File: src/hdl/lds_pkg.sv
package lds_pkg;

  // ==========================================================
  // Register map (byte addresses, one word each)
  localparam logic [4:0] LDS_OFS_CTRL = 5'h00;
  localparam logic [4:0] LDS_OFS_TRAVEL = 5'h04;
  localparam logic [4:0] LDS_OFS_AFTERRUN = 5'h08;
  localparam logic [4:0] LDS_OFS_VALVE_DLY = 5'h0C;
  localparam logic [4:0] LDS_OFS_PUMP_DLY = 5'h10;
  localparam logic [4:0] LDS_OFS_STATUS = 5'h14;

  // ==========================================================
  // Widths and reset values
  localparam int LDS_MS_W = 16;
  localparam int LDS_SIG_W = 8;
  localparam logic [8:0] LDS_CTRL_RST = 9'h000;
  localparam logic [4:0] LDS_TRAVEL_RST = 5'h00;
  localparam logic [15:0] LDS_DLY_RST = 16'h0000;

  // ==========================================================
  // Timing
  localparam longint LDS_CLK_HZ = 250000000;
  localparam longint LDS_MS_PER_S = 1000;
  localparam int LDS_CYC_PER_MS = int'(LDS_CLK_HZ / LDS_MS_PER_S);

  // ==========================================================
  // Types
  typedef enum logic [2:0] {
    LDS_CREEP, LDS_SLOW, LDS_MEDIUM, LDS_INTERMEDIATE,
    LDS_RATED, LDS_INSPECTION, LDS_EMERGENCY, LDS_RELEVEL
  } lds_speed_e;

  typedef enum logic [1:0] {
    LDS_ROLE_SOFTSTART, LDS_ROLE_STAR_DELTA, LDS_ROLE_INV_POWER, LDS_ROLE_PRIMARY_UP
  } lds_role_e;

  typedef struct packed {
    logic pump_en_use;
    logic vel_en_use;
    logic ready_use;
    logic ramp_use;
    logic relay5_use;
    lds_role_e role;
    logic second_enc;
    logic hydraulic;
  } lds_ctrl_s;

  typedef struct packed {
    lds_speed_e speed;
    logic down;
    logic up;
  } lds_travel_s;

  typedef struct packed {
    logic up;
    logic down;
    logic fast;
    logic slow_pump;
    logic star;
  } lds_relay_s;

endpackage : lds_pkg

File: src/hdl/lds_ms_timer.sv
module lds_ms_timer #(
  parameter int W = 16
) (
  input wire logic CLK,
  input wire logic RST_B,
  input wire logic tick_ms,
  input wire logic run,
  input wire logic [W-1:0] delay_ms,
  output logic hold
);

  logic [W-1:0] cnt_q;
  logic [W-1:0] cnt_d;

  // ==========================================================
  // Reload while running, count down in whole ms after release
  // Release may fall mid-millisecond, so the hold is up to 1 ms short
  assign cnt_d = run ? delay_ms :
                 (tick_ms && cnt_q != '0) ? cnt_q - W'(1) : cnt_q;
  assign hold = (cnt_q != '0);

  always_ff @(posedge CLK or negedge RST_B) begin
    if (!RST_B) cnt_q <= '0;
    else cnt_q <= cnt_d;
  end

endmodule : lds_ms_timer

File: src/hdl/lds_valve_enc.sv
module lds_valve_enc (
  input wire logic up,
  input wire logic down,
  input wire logic second_enc,
  input wire lds_pkg::lds_speed_e speed,
  output logic [7:0] sig
);

  // Signal n sits in bit n-1
  function automatic logic [7:0] bit_of(input int n);
    bit_of = 8'h01 << (n - 1);
  endfunction : bit_of

  wire dir_any = up ^ down;
  wire [7:0] dir_sig = up ? bit_of(7) : bit_of(8);
  wire [7:0] fast_sig = up ? bit_of(5) : bit_of(6);
  wire insp = (speed == lds_pkg::LDS_INSPECTION) || (speed == lds_pkg::LDS_EMERGENCY);
  wire dir_only = (speed == lds_pkg::LDS_CREEP) || (speed == lds_pkg::LDS_RELEVEL);
  wire [7:0] first_add = (speed == lds_pkg::LDS_SLOW) ? bit_of(1) :
                         (speed == lds_pkg::LDS_MEDIUM) ? bit_of(2) :
                         (speed == lds_pkg::LDS_INTERMEDIATE) ? bit_of(3) :
                         insp ? bit_of(4) : 8'h00;
  wire [7:0] first_sig = dir_only ? dir_sig : (dir_sig | fast_sig | first_add);
  wire [7:0] second_sig = dir_only ? dir_sig :
                          (speed == lds_pkg::LDS_SLOW) ? (dir_sig | bit_of(3)) :
                          insp ? (dir_sig | bit_of(4)) : (dir_sig | fast_sig);

  assign sig = !dir_any ? 8'h00 : (second_enc ? second_sig : first_sig);

endmodule : lds_valve_enc

File: src/hdl/lds_mapper.sv
// Function
// - Relays: up, down, fast, slow
// - Pole-changing motor drives no control signals
// - Drive-enabled holds for afterrun after release
// - Hydraulic relay four follows pump role
// - Optional fifth relay drives star contactor
// - Ramp option holds valves until ramp-up
// - Readiness input monitored as drive fault
// - Slow upward valve with delayed off
// - Pump delayed off only after upward
// - Delays in ms, zero after reset
// - First encoding: 7 up, 8 down
// - First encoding speed adds 5/6 plus 1-4
// - Supervision feedback read back in status register
// - Second encoding: direction plus 3/5/6/4
// - Pump-enable input honoured only when enabled
// - Enable input gates valve signals
// - Drive-enabled rises before direction signals
module lds_mapper #(
  parameter int CYC_PER_MS = lds_pkg::LDS_CYC_PER_MS
) (
  input wire logic CLK,
  input wire logic RST_B,
  input wire logic [4:0] AVS_ADDRESS,
  input wire logic AVS_READ,
  input wire logic AVS_WRITE,
  input wire logic [31:0] AVS_WRITEDATA,
  input wire logic [3:0] AVS_BYTEENABLE,
  output logic [31:0] AVS_READDATA,
  output logic AVS_WAITREQUEST,
  input wire logic RAMP_UP_DONE,
  input wire logic DRIVE_READY,
  input wire logic CTRL_ENABLE,
  input wire logic VALVE_SUPERVISION_FEEDBACK,
  input wire logic VALVE_READY_STATE,
  input wire logic PUMP_ENABLE,
  output logic PILOT_RELAY_UP,
  output logic PILOT_RELAY_DOWN,
  output logic PILOT_RELAY_FAST,
  output logic PILOT_RELAY_SLOW_OR_PUMP_ROLE,
  output logic QUICKSTART_RELAY,
  output logic DRIVE_ENABLED,
  output logic SLOW_UP_VALVE,
  output logic [7:0] CTRL_SIG
);

  // ==========================================================
  // Register bus
  lds_pkg::lds_ctrl_s ctrl_q;
  lds_pkg::lds_travel_s travel_q;
  logic [15:0] afterrun_q;
  logic [15:0] valve_dly_q;
  logic [15:0] pump_dly_q;
  logic fault_q;
  logic ack_q;
  logic [31:0] rdata_q;
  logic [31:0] rdata_d;
  logic fault_d;

  wire req = AVS_READ || AVS_WRITE;
  wire acc = req && ack_q;
  wire wr = AVS_WRITE && ack_q;

  // One wait state: the read word is registered during it
  assign AVS_WAITREQUEST = req && !ack_q;
  assign AVS_READDATA = rdata_q;

  function automatic logic hit(input logic [4:0] a, input logic [4:0] ofs);
    hit = (a == ofs);
  endfunction : hit

  function automatic logic [15:0] merge16(input logic [15:0] old, input logic [31:0] d, input logic [3:0] be);
    merge16 = {be[1] ? d[15:8] : old[15:8], be[0] ? d[7:0] : old[7:0]};
  endfunction : merge16

  wire wr_ctrl = wr && hit(AVS_ADDRESS, lds_pkg::LDS_OFS_CTRL);
  wire wr_travel = wr && hit(AVS_ADDRESS, lds_pkg::LDS_OFS_TRAVEL);
  wire wr_after = wr && hit(AVS_ADDRESS, lds_pkg::LDS_OFS_AFTERRUN);
  wire wr_valve = wr && hit(AVS_ADDRESS, lds_pkg::LDS_OFS_VALVE_DLY);
  wire wr_pump = wr && hit(AVS_ADDRESS, lds_pkg::LDS_OFS_PUMP_DLY);
  wire wr_status = wr && hit(AVS_ADDRESS, lds_pkg::LDS_OFS_STATUS);
  wire [15:0] ctrl_m = merge16({7'h00, ctrl_q}, AVS_WRITEDATA, AVS_BYTEENABLE);
  wire [8:0] ctrl_w = ctrl_m[8:0];
  wire [4:0] travel_w = AVS_BYTEENABLE[0] ? AVS_WRITEDATA[4:0] : travel_q;

  // ==========================================================
  // Travel state
  logic drive_en_q;
  logic relay_up_q;
  logic relay_down_q;
  logic relay_fast_q;
  logic relay4_q;
  logic star_q;
  logic slow_valve_q;
  logic [7:0] sig_q;
  logic after_hold;
  logic valve_hold;
  logic pump_hold;
  logic [7:0] enc_sig;
  logic [$clog2(CYC_PER_MS)-1:0] pre_q;
  logic tick_ms;

  // Fault from a drive that reports readiness blocks all travel
  wire ready_fault = ctrl_q.ready_use && !DRIVE_READY;
  // Both directions at once counts as no travel
  wire want_up = travel_q.up && !travel_q.down && !ready_fault;
  wire want_down = travel_q.down && !travel_q.up && !ready_fault;
  wire want = want_up || want_down;
  // Direction contactors only after the enable output stood a cycle
  wire go_up = want_up && drive_en_q;
  wire go_down = want_down && drive_en_q;
  wire go = go_up || go_down;
  wire spd_fast = (travel_q.speed == lds_pkg::LDS_MEDIUM) ||
                  (travel_q.speed == lds_pkg::LDS_INTERMEDIATE) ||
                  (travel_q.speed == lds_pkg::LDS_RATED);
  wire hyd = ctrl_q.hydraulic;

  // Pump runs for upward travel only, plus its delayed-off time
  wire pump_on = hyd && (go_up || pump_hold);
  wire delta_on = pump_on && RAMP_UP_DONE;
  wire relay4_hyd = (ctrl_q.role == lds_pkg::LDS_ROLE_SOFTSTART) ? pump_on :
                    (ctrl_q.role == lds_pkg::LDS_ROLE_STAR_DELTA) ? delta_on :
                    (ctrl_q.role == lds_pkg::LDS_ROLE_INV_POWER) ? go : pump_on;
  wire relay4_d = hyd ? relay4_hyd : (go && !spd_fast);
  wire star_d = hyd && ctrl_q.relay5_use &&
                (ctrl_q.role == lds_pkg::LDS_ROLE_STAR_DELTA) && pump_on && !delta_on;

  // Valve release gates: ramp-up, enable and pump enable for upward
  wire ramp_ok = !ctrl_q.ramp_use || RAMP_UP_DONE;
  wire enable_ok = !ctrl_q.vel_en_use || CTRL_ENABLE;
  wire pump_ok = !ctrl_q.pump_en_use || !go_up || PUMP_ENABLE;
  wire valves_ok = ramp_ok && enable_ok && pump_ok;
  wire [7:0] sig_d = (hyd && go && valves_ok) ? enc_sig : 8'h00;
  wire slow_run = hyd && go_up && valves_ok;
  wire slow_valve_d = ramp_ok && (slow_run || valve_hold);

  wire drive_en_d = want || after_hold;
  assign fault_d = ready_fault || (fault_q && !(wr_status && AVS_BYTEENABLE[0] && AVS_WRITEDATA[0]));

  always_comb begin
    rdata_d = 32'h0000_0000;
    case (AVS_ADDRESS)
      lds_pkg::LDS_OFS_CTRL: rdata_d = {23'h000000, ctrl_q};
      lds_pkg::LDS_OFS_TRAVEL: rdata_d = {27'h0000000, travel_q};
      lds_pkg::LDS_OFS_AFTERRUN: rdata_d = {16'h0000, afterrun_q};
      lds_pkg::LDS_OFS_VALVE_DLY: rdata_d = {16'h0000, valve_dly_q};
      lds_pkg::LDS_OFS_PUMP_DLY: rdata_d = {16'h0000, pump_dly_q};
      lds_pkg::LDS_OFS_STATUS: rdata_d = {20'h00000, sig_q, pump_on, VALVE_READY_STATE,
                                          VALVE_SUPERVISION_FEEDBACK, fault_q};
      default: rdata_d = 32'h0000_0000;
    endcase
  end

  // ==========================================================
  // Millisecond prescaler and timers
  assign tick_ms = (pre_q == ($clog2(CYC_PER_MS))'(CYC_PER_MS - 1));

  always_ff @(posedge CLK or negedge RST_B) begin
    if (!RST_B) pre_q <= '0;
    else pre_q <= tick_ms ? '0 : pre_q + 1'b1;
  end

  lds_ms_timer #(.W(lds_pkg::LDS_MS_W)) u_after (
    .CLK(CLK), .RST_B(RST_B), .tick_ms(tick_ms), .run(go),
    .delay_ms(afterrun_q), .hold(after_hold));
  lds_ms_timer #(.W(lds_pkg::LDS_MS_W)) u_valve (
    .CLK(CLK), .RST_B(RST_B), .tick_ms(tick_ms), .run(slow_run),
    .delay_ms(valve_dly_q), .hold(valve_hold));
  lds_ms_timer #(.W(lds_pkg::LDS_MS_W)) u_pump (
    .CLK(CLK), .RST_B(RST_B), .tick_ms(tick_ms), .run(hyd && go_up),
    .delay_ms(pump_dly_q), .hold(pump_hold));

  lds_valve_enc u_enc (
    .up(go_up), .down(go_down), .second_enc(ctrl_q.second_enc),
    .speed(travel_q.speed), .sig(enc_sig));

  // ==========================================================
  // Registers
  always_ff @(posedge CLK or negedge RST_B) begin
    if (!RST_B) begin
      ack_q <= 1'b0;
      rdata_q <= 32'h0000_0000;
    end else begin
      ack_q <= req && !ack_q;
      rdata_q <= (AVS_READ && !ack_q) ? rdata_d : rdata_q;
    end
  end

  always_ff @(posedge CLK or negedge RST_B) begin
    if (!RST_B) begin
      ctrl_q <= lds_pkg::lds_ctrl_s'(lds_pkg::LDS_CTRL_RST);
      travel_q <= lds_pkg::lds_travel_s'(lds_pkg::LDS_TRAVEL_RST);
      afterrun_q <= lds_pkg::LDS_DLY_RST;
      valve_dly_q <= lds_pkg::LDS_DLY_RST;
      pump_dly_q <= lds_pkg::LDS_DLY_RST;
      fault_q <= 1'b0;
    end else begin
      if (wr_ctrl) ctrl_q <= lds_pkg::lds_ctrl_s'(ctrl_w);
      if (wr_travel) travel_q <= lds_pkg::lds_travel_s'(travel_w);
      if (wr_after) afterrun_q <= merge16(afterrun_q, AVS_WRITEDATA, AVS_BYTEENABLE);
      if (wr_valve) valve_dly_q <= merge16(valve_dly_q, AVS_WRITEDATA, AVS_BYTEENABLE);
      if (wr_pump) pump_dly_q <= merge16(pump_dly_q, AVS_WRITEDATA, AVS_BYTEENABLE);
      fault_q <= fault_d;
    end
  end

  always_ff @(posedge CLK or negedge RST_B) begin
    if (!RST_B) begin
      drive_en_q <= 1'b0;
      relay_up_q <= 1'b0;
      relay_down_q <= 1'b0;
      relay_fast_q <= 1'b0;
      relay4_q <= 1'b0;
      star_q <= 1'b0;
      slow_valve_q <= 1'b0;
      sig_q <= 8'h00;
    end else begin
      drive_en_q <= drive_en_d;
      relay_up_q <= go_up;
      relay_down_q <= go_down;
      relay_fast_q <= go && spd_fast;
      relay4_q <= relay4_d;
      star_q <= star_d;
      slow_valve_q <= slow_valve_d;
      sig_q <= sig_d;
    end
  end

  assign PILOT_RELAY_UP = relay_up_q;
  assign PILOT_RELAY_DOWN = relay_down_q;
  assign PILOT_RELAY_FAST = relay_fast_q;
  assign PILOT_RELAY_SLOW_OR_PUMP_ROLE = relay4_q;
  assign QUICKSTART_RELAY = star_q;
  assign DRIVE_ENABLED = drive_en_q;
  assign SLOW_UP_VALVE = slow_valve_q;
  assign CTRL_SIG = sig_q;

endmodule : lds_mapper

File: config.mk
export PLATFORM = sky130hd
export DESIGN_NAME = lds_mapper
export DESIGN_NICKNAME = d
export VERILOG_FILES = /design/src/hdl/lds_pkg.sv /design/src/hdl/lds_ms_timer.sv /design/src/hdl/lds_valve_enc.sv /design/src/hdl/lds_mapper.sv
export SDC_FILE = /design/constraint.sdc
export NUM_CORES = 1
export LEC_CHECK = 0
export BUFFER_PORTS_ARGS = -buffer_cell sky130_fd_sc_hd__buf_2
export CORE_MARGIN = 4
export CORE_UTILIZATION = 50
export CTS_CLUSTER_SIZE = 28
export DETAILED_ROUTE_END_ITERATION = 7
export PLACE_DENSITY = 0.74
export SLEW_MARGIN = 20
export SYNTH_ARGS = -nofsm -noshare
export SYNTH_HDL_FRONTEND = slang
export SYNTH_SLANG_ARGS = --single-unit
File: constraint.sdc
create_clock -name CLK -period 3.1 [get_ports CLK]
set_clock_uncertainty 0.1 [all_clocks]
set_input_delay 0.31 -clock CLK [delete_from_list [all_inputs] [get_ports CLK]]
set_output_delay 0.31 -clock CLK [all_outputs]
set_load 0.05 [all_outputs]
==> results of run 1 <==
## worst max path at each step
| stage | slack [ns] | depth (start not counted) | end |
|---|---|---|---|
| 6_report | 0.34 | 6 | u_valve.cnt_q[1] |
| 5_1_grt | 0.24 | 6 | u_valve.cnt_q[1] |
| 4_1_cts | 0.35 | 6 | u_valve.cnt_q[1] |
| 3_5_place_dp | 0.37 | 6 | u_valve.cnt_q[1] |
| 3_3_place_gp | 0.41 | 5 | u_valve.cnt_q[8] |
| 2_1_floorplan | 0.60 | 7 | u_valve.cnt_q[8] |
## routing by layer
layer,vias to the layer above,routed length (um),track usage [%]
li1,2983,-,-
met4,0,499,7.61
met2,248,9760,36.3
met1,3190,9510,34.0
met5,-,0,0
met3,33,1380,5.39
## state kept, by name, indices dropped and copies added, names as in the netlist
register,cells
AVS_READDATA,16
CTRL_SIG,8
DRIVE_ENABLED,1
PILOT_RELAY_DOWN,1
PILOT_RELAY_FAST,1
PILOT_RELAY_SLOW_OR_PUMP_ROLE,1
PILOT_RELAY_UP,1
QUICKSTART_RELAY,1
SLOW_UP_VALVE,1
ack_q,1
afterrun_q,16
ctrl_q,8
fault_q,1
hyd,1
pre_q,18
pump_dly_q,16
travel_q,5
u_after.cnt_q,16
u_pump.cnt_q,16
u_valve.cnt_q,16
valve_dly_q,16
## cells by family after synthesis
logic type | after synthesis | share of synthesized area, %
and+or+nand+nor | 285 | 19.2
DFF | 161 | 49.8
AOI/OAI and AO/OA | 147 | 12.6
buffers and inverters | 74 | 4.21
muxes | 70 | 9.70
xor gates and xnor gates | 27 | 2.92
adders and majority gates | 10 | 1.55
other | 1 | 0.0464
## metrics by stage
stage / hold slack, ns / cells / utilization (%) / worst slack [ns] / area (um2)
after global placement: 0.287 / 1033 / 54.3 / 0.408 / 8630
after detailed placement: 0.296 / 1033 / 54.3 / 0.375 / 8630
after CTS: 0.0355 / 1065 / 58.0 / 0.351 / 9220
final: 0.0409 / 1065 / 58.0 / 0.338 / 9220
after floorplan: -0.0856 / 790 / - / 0.596 / 8140
after global routing: 0.0376 / 1065 / 58.0 / 0.235 / 9220
## cells in the mapped netlist, drive strengths merged, types with 16 or more instances
library cell	count	area, um2
dfrtp	161	4030
mux2	67	754
nor2	67	251
nand2	43	161
clkbuf	38	143
nand3	30	150
or4	24	180
a21oi	23	115
a31oi	22	138
buf	21	141
o21ai	21	105
nor4	19	119
xnor2	18	158
or3	17	106
a22oi	16	120
nand4	16	100
## area by class of cell
| cell class | instances | area [um2] | area share (%) |
|---|---|---|---|
| Sequential cell | 161 | 4030 | 43.7 |
| Multi-Input combinational cell | 555 | 3780 | 41.0 |
| Timing Repair Buffer | 87 | 502 | 5.44 |
| Clock buffer | 17 | 425 | 4.62 |
| Tap cell | 216 | 270 | 2.93 |
| Clock inverter | 14 | 156 | 1.70 |
| Inverter | 15 | 56.3 | 0.611 |
## critical path: stages, from the launching register on
cell and delay, ns:
dfrtp_1 0.42, or3b_1 0.37, or3_1 0.41, or2_2 0.54, buf_4 0.25, or4_1 0.51, nand3_1 0.10
## timing repair
| item | CTS | global route |
|---|---|---|
| endpoints found under the hold margin | 73 | 0 |
| hold buffers | 1 | 0 |
| buffers inserted | 0 | 0 |
## power by group through the flow
stage	Clock, mW	Combinational, mW	Sequential (mW)
floorplan	0	0.543	2.60
global placement	0	0.722	2.66
detailed placement	0	0.744	2.67
CTS	2.11	0.753	2.64
global route	2.23	0.847	2.68
finish	2.09	0.752	2.65
==> summary.md, run 1 <==
| Metric | Value |
|---|---|
| WS Path Type | reg2reg |
| Initial antenna violation count | 0 |
| H-tree levels | 4 |
| Drt initial violations | 616 |
| Starting density of the core | 50.9% |
| CP startpoint | pre_q[5] |
| Ant diodes | 0 |
| Worst-Skew Late Latency | 0.43 ns |
| Clock Sink Count | 161 |
| Die H | 135 um |
| Overall power | 5.49 mW |
| Yosys reg bits | 161 |
| Switching share of power | between 20% and 30% |
| Asr flop ratio synth | 100% |
| Number of buffers added on ports | 64 |
| Sequential share of power | between 40% and 50% |
| NetSw | 1.63 mW |
| Worst slew pin tran | 0.710 ns |
| Post-Synthesis Cell Area | 8090 um2 |
| R2R Path End | u_valve.cnt_q[1] |
| Wire per inst | between 15 and 20 um |
| Final setup TNS | 0 ns |
| Total wire length | between 20000 and 25000 um |
| Final setup violation count | 0 |
| WP data required | 3.36 ns |
| Critical R2R Launch | pre_q[5] |
| Most frequent cells in the layout | dfrtp_1 (161), nor2_1 (67), mux2_2 (67), buf_2 (63), nand2_1 (43) |
| Worst Setup Start Kind | flip-flop |
| Die width | 135 um |
| Slew Limit Fails | 0 |
| First-pass GRT wire length | 33700 um |
| Tcrit/Tclk final | about nine tenths |
| Clk buf depth | 2 |
| Total clock buffers created by CTS | 17 |
| Syn_area_per_cell | between 10 and 15 um2 |
| Nets | between 800 and 900 |
| Post-route ant nets | 0 |
| Worst Path Max Fanout | 34 |
| Vias in the first global route | 6196 |
| Yosys warns | 0 |
| LEAKAGE | 4.06 nW |
| GPL Wtd Cong | 0.947 |
| Status | finished clean |
| Top Ports | 99 |
| CTS tree | done |
| Max VDD drop | 0.603 mV |
| CTS root buf | clkbuf_16 |
| Pin count of the biggest net entering global routing | 78 |
| P_int | 3.86 mW |
| Clock slew at reported path FFs | about 0.060 ns |
| RSZ-0062 raised after global routing | no |
| Area of the core | 15900 um2 |
| Hold Vio Cnt, Final | 0 |
| Top FF cell, synth | dfrtp_1 |
| Worst hold stages | 2 |
| R2r setup slk | approximately 0.34 ns |
| Row cnt | 46 |
| Commonest non-fill, non-tap cell in the layout | dfrtp_1 |
| Share of cells above drive strength 1 | 22.7% |
| Hold Path Class | in2reg |
| Clk network pwr share | 38.0% |
| # fillers | 1394 |
| Drt pass-1 iters | 5 |
| GRT Total Usage | 23.8% |
| Hold path endpoint | afterrun_q[12] |
| Die area | approximately 18000 um2 |
| Gates resized, CTS repair | 0 |
| Dpl hpwl | about 15000 um |
| Area growth from synthesis to layout | 14.0% |
| Global route overflow | 0 |
| Max-cap violations | 0 |
| CP endpoint kind | flip-flop |
| DR vias/cell | 6.06 |
| Part of the power in combinational logic | 13.7% |
| Distinct cells, synth | 56 |
| R2r worst-path depth | 6 |
| Power Density | approximately 600 nW/um2 |
| EDFF count, synth | 0 |
| Worst path arrival time | between 3 and 4 ns |
| Final min period | 2.76 ns |
| Fmax | between 300 and 400 MHz |
| DRC viols | 0 |
| Max transition margin | a little over half |
| Worst hold start | AVS_WRITEDATA[12] |
| Vias | 6454 |
| Sequential fraction of the synthesis area | approximately half |
| Post-Syn Instances | between 700 and 800 |
Power figures use the tool's default switching activity.
==> run 2: changes to the inputs <==
- REMOVE_ABC_BUFFERS: not set -> 1
==> summary.md, run 2 (synthesis gave the netlist of run 1 again) <==
| Metric | Value |
|---|---|
| Area after DPL | 8630 um2 (about the same) |
| CTS root buf | clkbuf_16 (unchanged) |
| Worst path arrival time | 3.01 ns (was 3.03 ns) |
| WP data required | 3.35 ns (was 3.36 ns) |
| Die H | 135 um (unchanged) |
| Tcrit/Tclk final | 89.2% (was 89.1%) |
| Pin count of the biggest net entering global routing | 74 (was 78) |
| Hold Path Class | in2reg (unchanged) |
| Max FFs per register | 18 (unchanged) |
| Gates resized, CTS repair | 0 (unchanged) |
| # fillers | 1372 (was 1394) |
| CTS tree | done (unchanged) |
| R2R Path End | u_after.cnt_q[7] (was u_valve.cnt_q[1]) |
| Die area | 18300 um2 (unchanged) |
| Worst-Skew Late Latency | 0.43 ns (about the same) |
| Post-route ant nets | 0 (unchanged) |
| Nets | 897 (was 898) |
| Max-cap violations | 0 (unchanged) |
| DRC viols | 0 (unchanged) |
| Area growth from synthesis to layout | 15.1% (was 14.0%) |
| Area of the core | 15900 um2 (unchanged) |
| Worst Setup Start Kind | flip-flop (unchanged) |
| Grt peak-use layer | met2 (unchanged) |
| Most flops, register | pre_q (unchanged) |
| Critical R2R Launch | pre_q[11] (was pre_q[5]) |
| Clock Sink Count | 161 (unchanged) |
| DR vias/cell | 6.10 (was 6.06) |
| RSZ-0062 raised after global routing | no (unchanged) |
| CP startpoint | pre_q[11] (was pre_q[5]) |
| Clk buf depth | 2 (unchanged) |
| Final setup violation count | 0 (unchanged) |
| Vias | 6499 (was 6454) |
| LEAKAGE | 4.11 nW (was 4.06 nW) |
| Met3 layer usage reported by global route | 4.83% (was 5.39%) |
| Share of cells above drive strength 1 | 22.7% (unchanged) |
| Final min period | 2.76 ns (about the same) |
| Vias in the first global route | 6118 (was 6196) |
| Drt initial violations | 703 (was 616) |
| Design area | 9310 um2 (was 9220 um2) |
| Total wire length | 21100 um (about the same) |
| Top Ports | 99 (unchanged) |
| Hold_ws | 0.0471 ns (was 0.0409 ns) |
| GPL Wtd Cong | 0.877 (was 0.947) |
| Clock slew at reported path FFs | 0.07 ns (was 0.06 ns) |
| Global route overflow | 0 (unchanged) |
| Global Route met2 Usage | 36.5% (was 36.3%) |
| Wire per inst | 19.8 um (was 19.9 um) |
| GRT Total Usage | 23.9% (was 23.8%) |
| Most frequent cells in the layout | dfrtp_1 (161), nor2_1 (67), mux2_2 (67), buf_2 (63), nand2_1 (43) (unchanged) |
| Met1 usage | 34.8% (was 34.0%) |
| CP endpoint | u_after.cnt_q[7] (was u_valve.cnt_q[1]) |
| Dpl hpwl | 14900 um (was 15000 um) |
| Power Density | 622 nW/um2 (was 595 nW/um2) |
| Post-CTS setup buffer count | 0 (unchanged) |
| Status | finished clean (unchanged) |
| Row cnt | 46 (unchanged) |
| CP endpoint kind | flip-flop (unchanged) |
| Die width | 135 um (unchanged) |
| Hold Vio Cnt, Final | 0 (unchanged) |
| Total clock buffers created by CTS | 17 (unchanged) |
| First-pass GRT wire length | 33900 um (was 33700 um) |
| R2r worst-path depth | 6 (unchanged) |
| Worst slew pin tran | 0.755 ns (was 0.710 ns) |
| Drt pass-1 iters | 5 (unchanged) |
| Max transition margin | 49.2% (was 52.2%) |
| Number of buffers added on ports | 64 (unchanged) |
| Commonest non-fill, non-tap cell in the layout | dfrtp_1 (unchanged) |
| Final setup TNS | 0 ns (unchanged) |
| Slew Limit Fails | 0 (unchanged) |
| Max VDD drop | 0.417 mV (was 0.603 mV) |
| Starting density of the core | 50.9% (unchanged) |
| Fmax | 362 MHz (about the same) |
| WS Path Type | reg2reg (unchanged) |
| H-tree levels | 4 (unchanged) |
| Ant diodes | 0 (unchanged) |
| R2r setup slk | 0.34 ns (about the same) |
| Overall power | 5.79 mW (was 5.49 mW) |
| Worst Path Max Fanout | 14 (was 34) |
| Initial antenna violation count | 0 (unchanged) |
[run 2: cell count changes in the layout (fill, tap and decap cells not counted)]
cell and change:
clkbuf_8 +1, inv_8 -1, inv_6 +1, buf_4 -2, bufinv_16 +3, clkinv_2 -1, clkinv_4 +2, buf_12 +1
clkinvlp_4 -4
[run 2: critical path: stages, from the launching register on]
cell and delay [ns]:
dfrtp_1 0.43, nor4_1 0.29, nand4_1 0.42, a211o_1 0.55, buf_4 0.24, or4_1 0.47
a31oi_1 0.19
[run 2: worst min path at each step]
| stage | start | to | slack [ns] | depth (start not counted) |
|---|---|---|---|---|
| final | AVS_WRITEDATA[13] | valve_dly_q[13] | 0.05 | 2 |
| after CTS | AVS_WRITEDATA[13] | afterrun_q[13] | 0.03 | 2 |
| after detailed placement | RST_B | u_valve.cnt_q[14] | 0.28 | 1 |
| after floorplan | RST_B | AVS_READDATA[0] | -0.09 | 0 |
| after global routing | AVS_WRITEDATA[13] | valve_dly_q[13] | 0.03 | 2 |
| after global placement | RST_B | u_valve.cnt_q[14] | 0.28 | 1 |
[run 2: power breakdown]
part	internal, mW	total (mW)	switching, mW
clock network	1.47	2.38	0.913
registers	2.36	2.65	0.288
logic	0.308	0.762	0.454
total	4.13	5.79	1.66
[run 2: cell type report]
class,instances,area [um2],share of cell area (%)
multi-input combinational,555,3780,40.6
timing repair buffer,86,507,5.45
inverter,15,56.3,0.605
tap,216,270,2.90
clock buffer,18,439,4.72
sequential,161,4030,43.3
clock inverter,14,226,2.43
[run 2: stage by stage]
stage	util (%)	setup WS, ns	std cells
global route	58.6	0.157	1065
detailed placement	54.3	0.352	1032
floorplan	-	0.243	731
global placement	54.3	0.426	1032
CTS	58.6	0.329	1065
finish	58.6	0.336	1065
[run 2: routing by layer]
metal,up-vias,wire length (um)
met5,-,0
met4,0,365
met3,29,1320
met2,249,9710
met1,3233,9710
li1,2988,-
[run 2: what timing repair did]
item / in CTS / in global routing
endpoints found under the setup margin: 0 / 0
hold endpoints to repair: 71 / 0
hold buffers: 1 / 0
==> run 3: changes to the inputs <==
- SYNTH_HIERARCHICAL: not set -> 1
==> summary.md, run 3 <==
| Metric | Value |
|---|---|
| Status | finished clean (unchanged) |
| Met1 usage | 33.6% (was 34.8%) |
| Critical R2R Launch | pre_q[0] (was pre_q[11]) |
| Clock slew at reported path FFs | 0.06 ns (was 0.07 ns) |
| Initial antenna violation count | 0 (unchanged) |
| RSZ-0062 raised after global routing | no (unchanged) |
| Final setup violation count | 0 (unchanged) |
| Post-CTS setup buffer count | 0 (unchanged) |
| Die H | 138 um (was 135 um) |
| DR vias/cell | 6.11 (was 6.10) |
| Fmax | 353 MHz (was 362 MHz) |
| Synth area leaders | dfrtp_1 (47%), mux2_2 (8.5%), nor2_1 (2.3%) (was dfrtp_1 (50%), mux2_2 (9.3%), nor2_1 (3.1%)) |
| Tcrit/Tclk final | 91.5% (was 89.2%) |
| Final setup TNS | 0 ns (unchanged) |
| Worst-Skew Late Latency | 0.42 ns (was 0.43 ns) |
| Top cells by count, synth | dfrtp_1 (161), mux2_2 (64), nor2_1 (53) (was dfrtp_1 (161), mux2_2 (67), nor2_1 (67)) |
| Worst Path Max Fanout | 10 (was 14) |
| Asr flop ratio synth | 100% (unchanged) |
| Count leader, synth | dfrtp_1 (unchanged) |
| First-pass GRT wire length | 35100 um (was 33900 um) |
| Yosys top cell area share | 47.4% (was 49.8%) |
| Slew Limit Fails | 0 (unchanged) |
| R2r worst-path depth | 8 (was 6) |
| Die width | 138 um (was 135 um) |
| Worst path arrival time | 3.02 ns (was 3.01 ns) |
| Number of buffers added on ports | 64 (unchanged) |
| Yosys warns | 6 (was 0) |
| Met3 layer usage reported by global route | 5.08% (was 4.83%) |
| CTS root buf | clkbuf_16 (unchanged) |
| Worst slew pin tran | 0.847 ns (was 0.755 ns) |
| Wire per inst | 19.6 um (was 19.8 um) |
| Top Ports | 99 (unchanged) |
| H-tree levels | 4 (unchanged) |
| WS Path Type | reg2reg (unchanged) |
| Worst Setup Start Kind | flip-flop (unchanged) |
| Worst hold stages | 2 (unchanged) |
| Vias in the first global route | 6387 (was 6118) |
| Nets | 949 (was 897) |
| Max-cap violations | 0 (unchanged) |
| DRC viols | 0 (unchanged) |
| CTS tree | done (unchanged) |
| Synth Area in Compound Gates | 12.8% (was 12.6%) |
| Post-Synth Adder-Cell Area | 0.884% (was 1.55%) |
| R2R Path End | u_valve/cnt_q[5] (was u_after.cnt_q[7]) |
| Simple-Gate Fraction of Synth Area | 21.9% (was 19.2%) |
| Final Core Density | 58.2% (was 58.6%) |
| Distinct cells, synth | 80 (was 56) |
| Post-Synth XOR/XNOR Area | 1.55% (was 2.92%) |
| CP endpoint | u_valve/cnt_q[5] (was u_after.cnt_q[7]) |
| Most frequent cells in the layout | dfrtp_1 (161), mux2_2 (64), buf_2 (63), nor2_1 (52), nand2_1 (45) (was dfrtp_1 (161), nor2_1 (67), mux2_2 (67), buf_2 (63), nand2_1 (43)) |
| Mux contribution to synthesized area | 10.3% (was 9.70%) |
| Pin count of the biggest net entering global routing | 74 (unchanged) |
| Sequential fraction of the synthesis area | 47.4% (was 49.8%) |
| Post-Synthesis Cell Area | 8490 um2 (was 8090 um2) |
| # fillers | 1401 (was 1372) |
| Max FFs per register | 18 (unchanged) |
| Starting density of the core | 51.0% (was 50.9%) |
| LEAKAGE | 4.26 nW (was 4.11 nW) |
| Area growth from synthesis to layout | 14.0% (was 15.1%) |
| Total clock buffers created by CTS | 17 (unchanged) |
| Yosys reg bits | 161 (unchanged) |
| Max transition margin | 43.1% (was 49.2%) |
| Dpl hpwl | 15800 um (was 14900 um) |
| Row cnt | 47 (was 46) |
| CP endpoint kind | flip-flop (unchanged) |
| Drt initial violations | 603 (was 703) |
| Max VDD drop | 0.452 mV (was 0.417 mV) |
| Most flops, register | pre_q (unchanged) |
| GRT Total Usage | 23.0% (was 23.9%) |
| R2r setup slk | 0.26 ns (was 0.34 ns) |
| Main combinational cell family by area after synthesis | simple AND/OR/NAND/NOR gates (unchanged) |
| Post-Syn Instances | 820 (was 775) |
| Die area | 19100 um2 (was 18300 um2) |
| Vias | 6863 (was 6499) |
| Area leader, netlist | dfrtp_1 (unchanged) |
| Power Density | 600 nW/um2 (was 622 nW/um2) |
| Post-route ant nets | 0 (unchanged) |
| Global route overflow | 0 (unchanged) |
| Grt peak-use layer | met1 (was met2) |
| Clk buf depth | 2 (unchanged) |
| Drt pass-1 iters | 5 (unchanged) |
| Commonest non-fill, non-tap cell in the layout | dfrtp_1 (unchanged) |
| Overall power | 5.81 mW (was 5.79 mW) |
| Hold Vio Cnt, Final | 0 (unchanged) |
| Hold Path Class | in2reg (unchanged) |
| Top FF cell, synth | dfrtp_1 (unchanged) |
| Ant diodes | 0 (unchanged) |
| Final min period | 2.84 ns (was 2.76 ns) |
| Area of the core | 16600 um2 (was 15900 um2) |
| CP startpoint | pre_q[0] (was pre_q[11]) |
| Global Route met2 Usage | 33.1% (was 36.5%) |
| Syn_area_per_cell | 10.4 um2 (about the same) |
| EDFF count, synth | 0 (unchanged) |
| GPL Wtd Cong | 0.914 (was 0.877) |
| Total wire length | 22000 um (was 21100 um) |
| Clock Sink Count | 161 (unchanged) |
| Share of cells above drive strength 1 | 23.9% (was 22.7%) |
| WP data required | 3.28 ns (was 3.35 ns) |
[run 3: changes by cell type after synthesis, moves of 9 or more]
cell      change
and2_1       +12
and3_1        +9
or4_1        -15
nor2_1       -14
nand4_1       +9
inv_1        +11
a21o_1       -12
xnor2_1      -11
mux2i_1      +12
a22oi_1      -13
or3_1        -10
clkbuf_1     -23
[run 3: worst min path at each step]
stage | start | to | slack, ns
2_1_floorplan | RST_B | AVS_READDATA[0] | -0.09
3_3_place_gp | RST_B | pre_q[10] | 0.28
3_5_place_dp | RST_B | pre_q[9] | 0.28
4_1_cts | AVS_WRITEDATA[14] | afterrun_q[14] | 0.04
5_1_grt | AVS_WRITEDATA[12] | afterrun_q[12] | 0.05
6_report | AVS_WRITEDATA[14] | valve_dly_q[14] | 0.07
[run 3: kinds of logic (layout without fill, tap and decap cells)]
| kind of cell | count (synthesis) | in the layout |
|---|---|---|
| compound gates | 155 | 155 |
| xor+xnor | 15 | 15 |
| fa+ha+maj | 6 | 6 |
| buf+inv | 81 | 149 |
| flops | 161 | 161 |
| mux | 79 | 79 |
| other cells | 1 | 16 |
| simple gates | 322 | 322 |
[run 3: repair_timing]
action,4_1_cts,5_1_grt
endpoints found under the hold margin,70,0
resized for setup,0,1
hold buffers,1,0
endpoints found under the setup margin,0,1
[run 3: power breakdown]
part           leakage [nW]  switching, mW  internal, mW
logic                  1.91          0.534         0.377
clock network         0.301          0.827          1.44
registers              2.05          0.291          2.34
[run 3: routing by layer]
layer  wire length [um]  up-vias
li1                   -     3180
met5                  0        -
met4                771        0
met2               9580      297
met3               1640       52
met1              10000     3334
[run 3: final cells by class]
class | instances | area [um2] | area share [%]
clock inverters | 11 | 188 | 1.94
inverters | 29 | 109 | 1.12
flip-flops and latches | 161 | 4030 | 41.6
multi-input cells | 593 | 4100 | 42.3
repair buffers | 90 | 541 | 5.58
well taps | 220 | 275 | 2.84
clock buffers | 19 | 443 | 4.57
[run 3: through the flow]
step | setup WS, ns | hold WS (ns) | cell area, um2 | std cells
2_1_floorplan | -0.264 | -0.0856 | 8230 | 783
3_3_place_gp | 0.347 | 0.277 | 9040 | 1092
3_5_place_dp | 0.264 | 0.278 | 9040 | 1092
4_1_cts | 0.228 | 0.0436 | 9680 | 1123
5_1_grt | 0.0314 | 0.0525 | 9680 | 1123
6_report | 0.264 | 0.0653 | 9680 | 1123
[run 3: worst max-delay path: stages, from the launching register on]
cell     delay, ns
dfrtp_1       0.38
ha_1          0.20
and3_1        0.28
nand2_1       0.15
nor2_2        0.22
or3b_2        0.61
or3_2         0.46
a31oi_1       0.18
o41ai_1       0.10
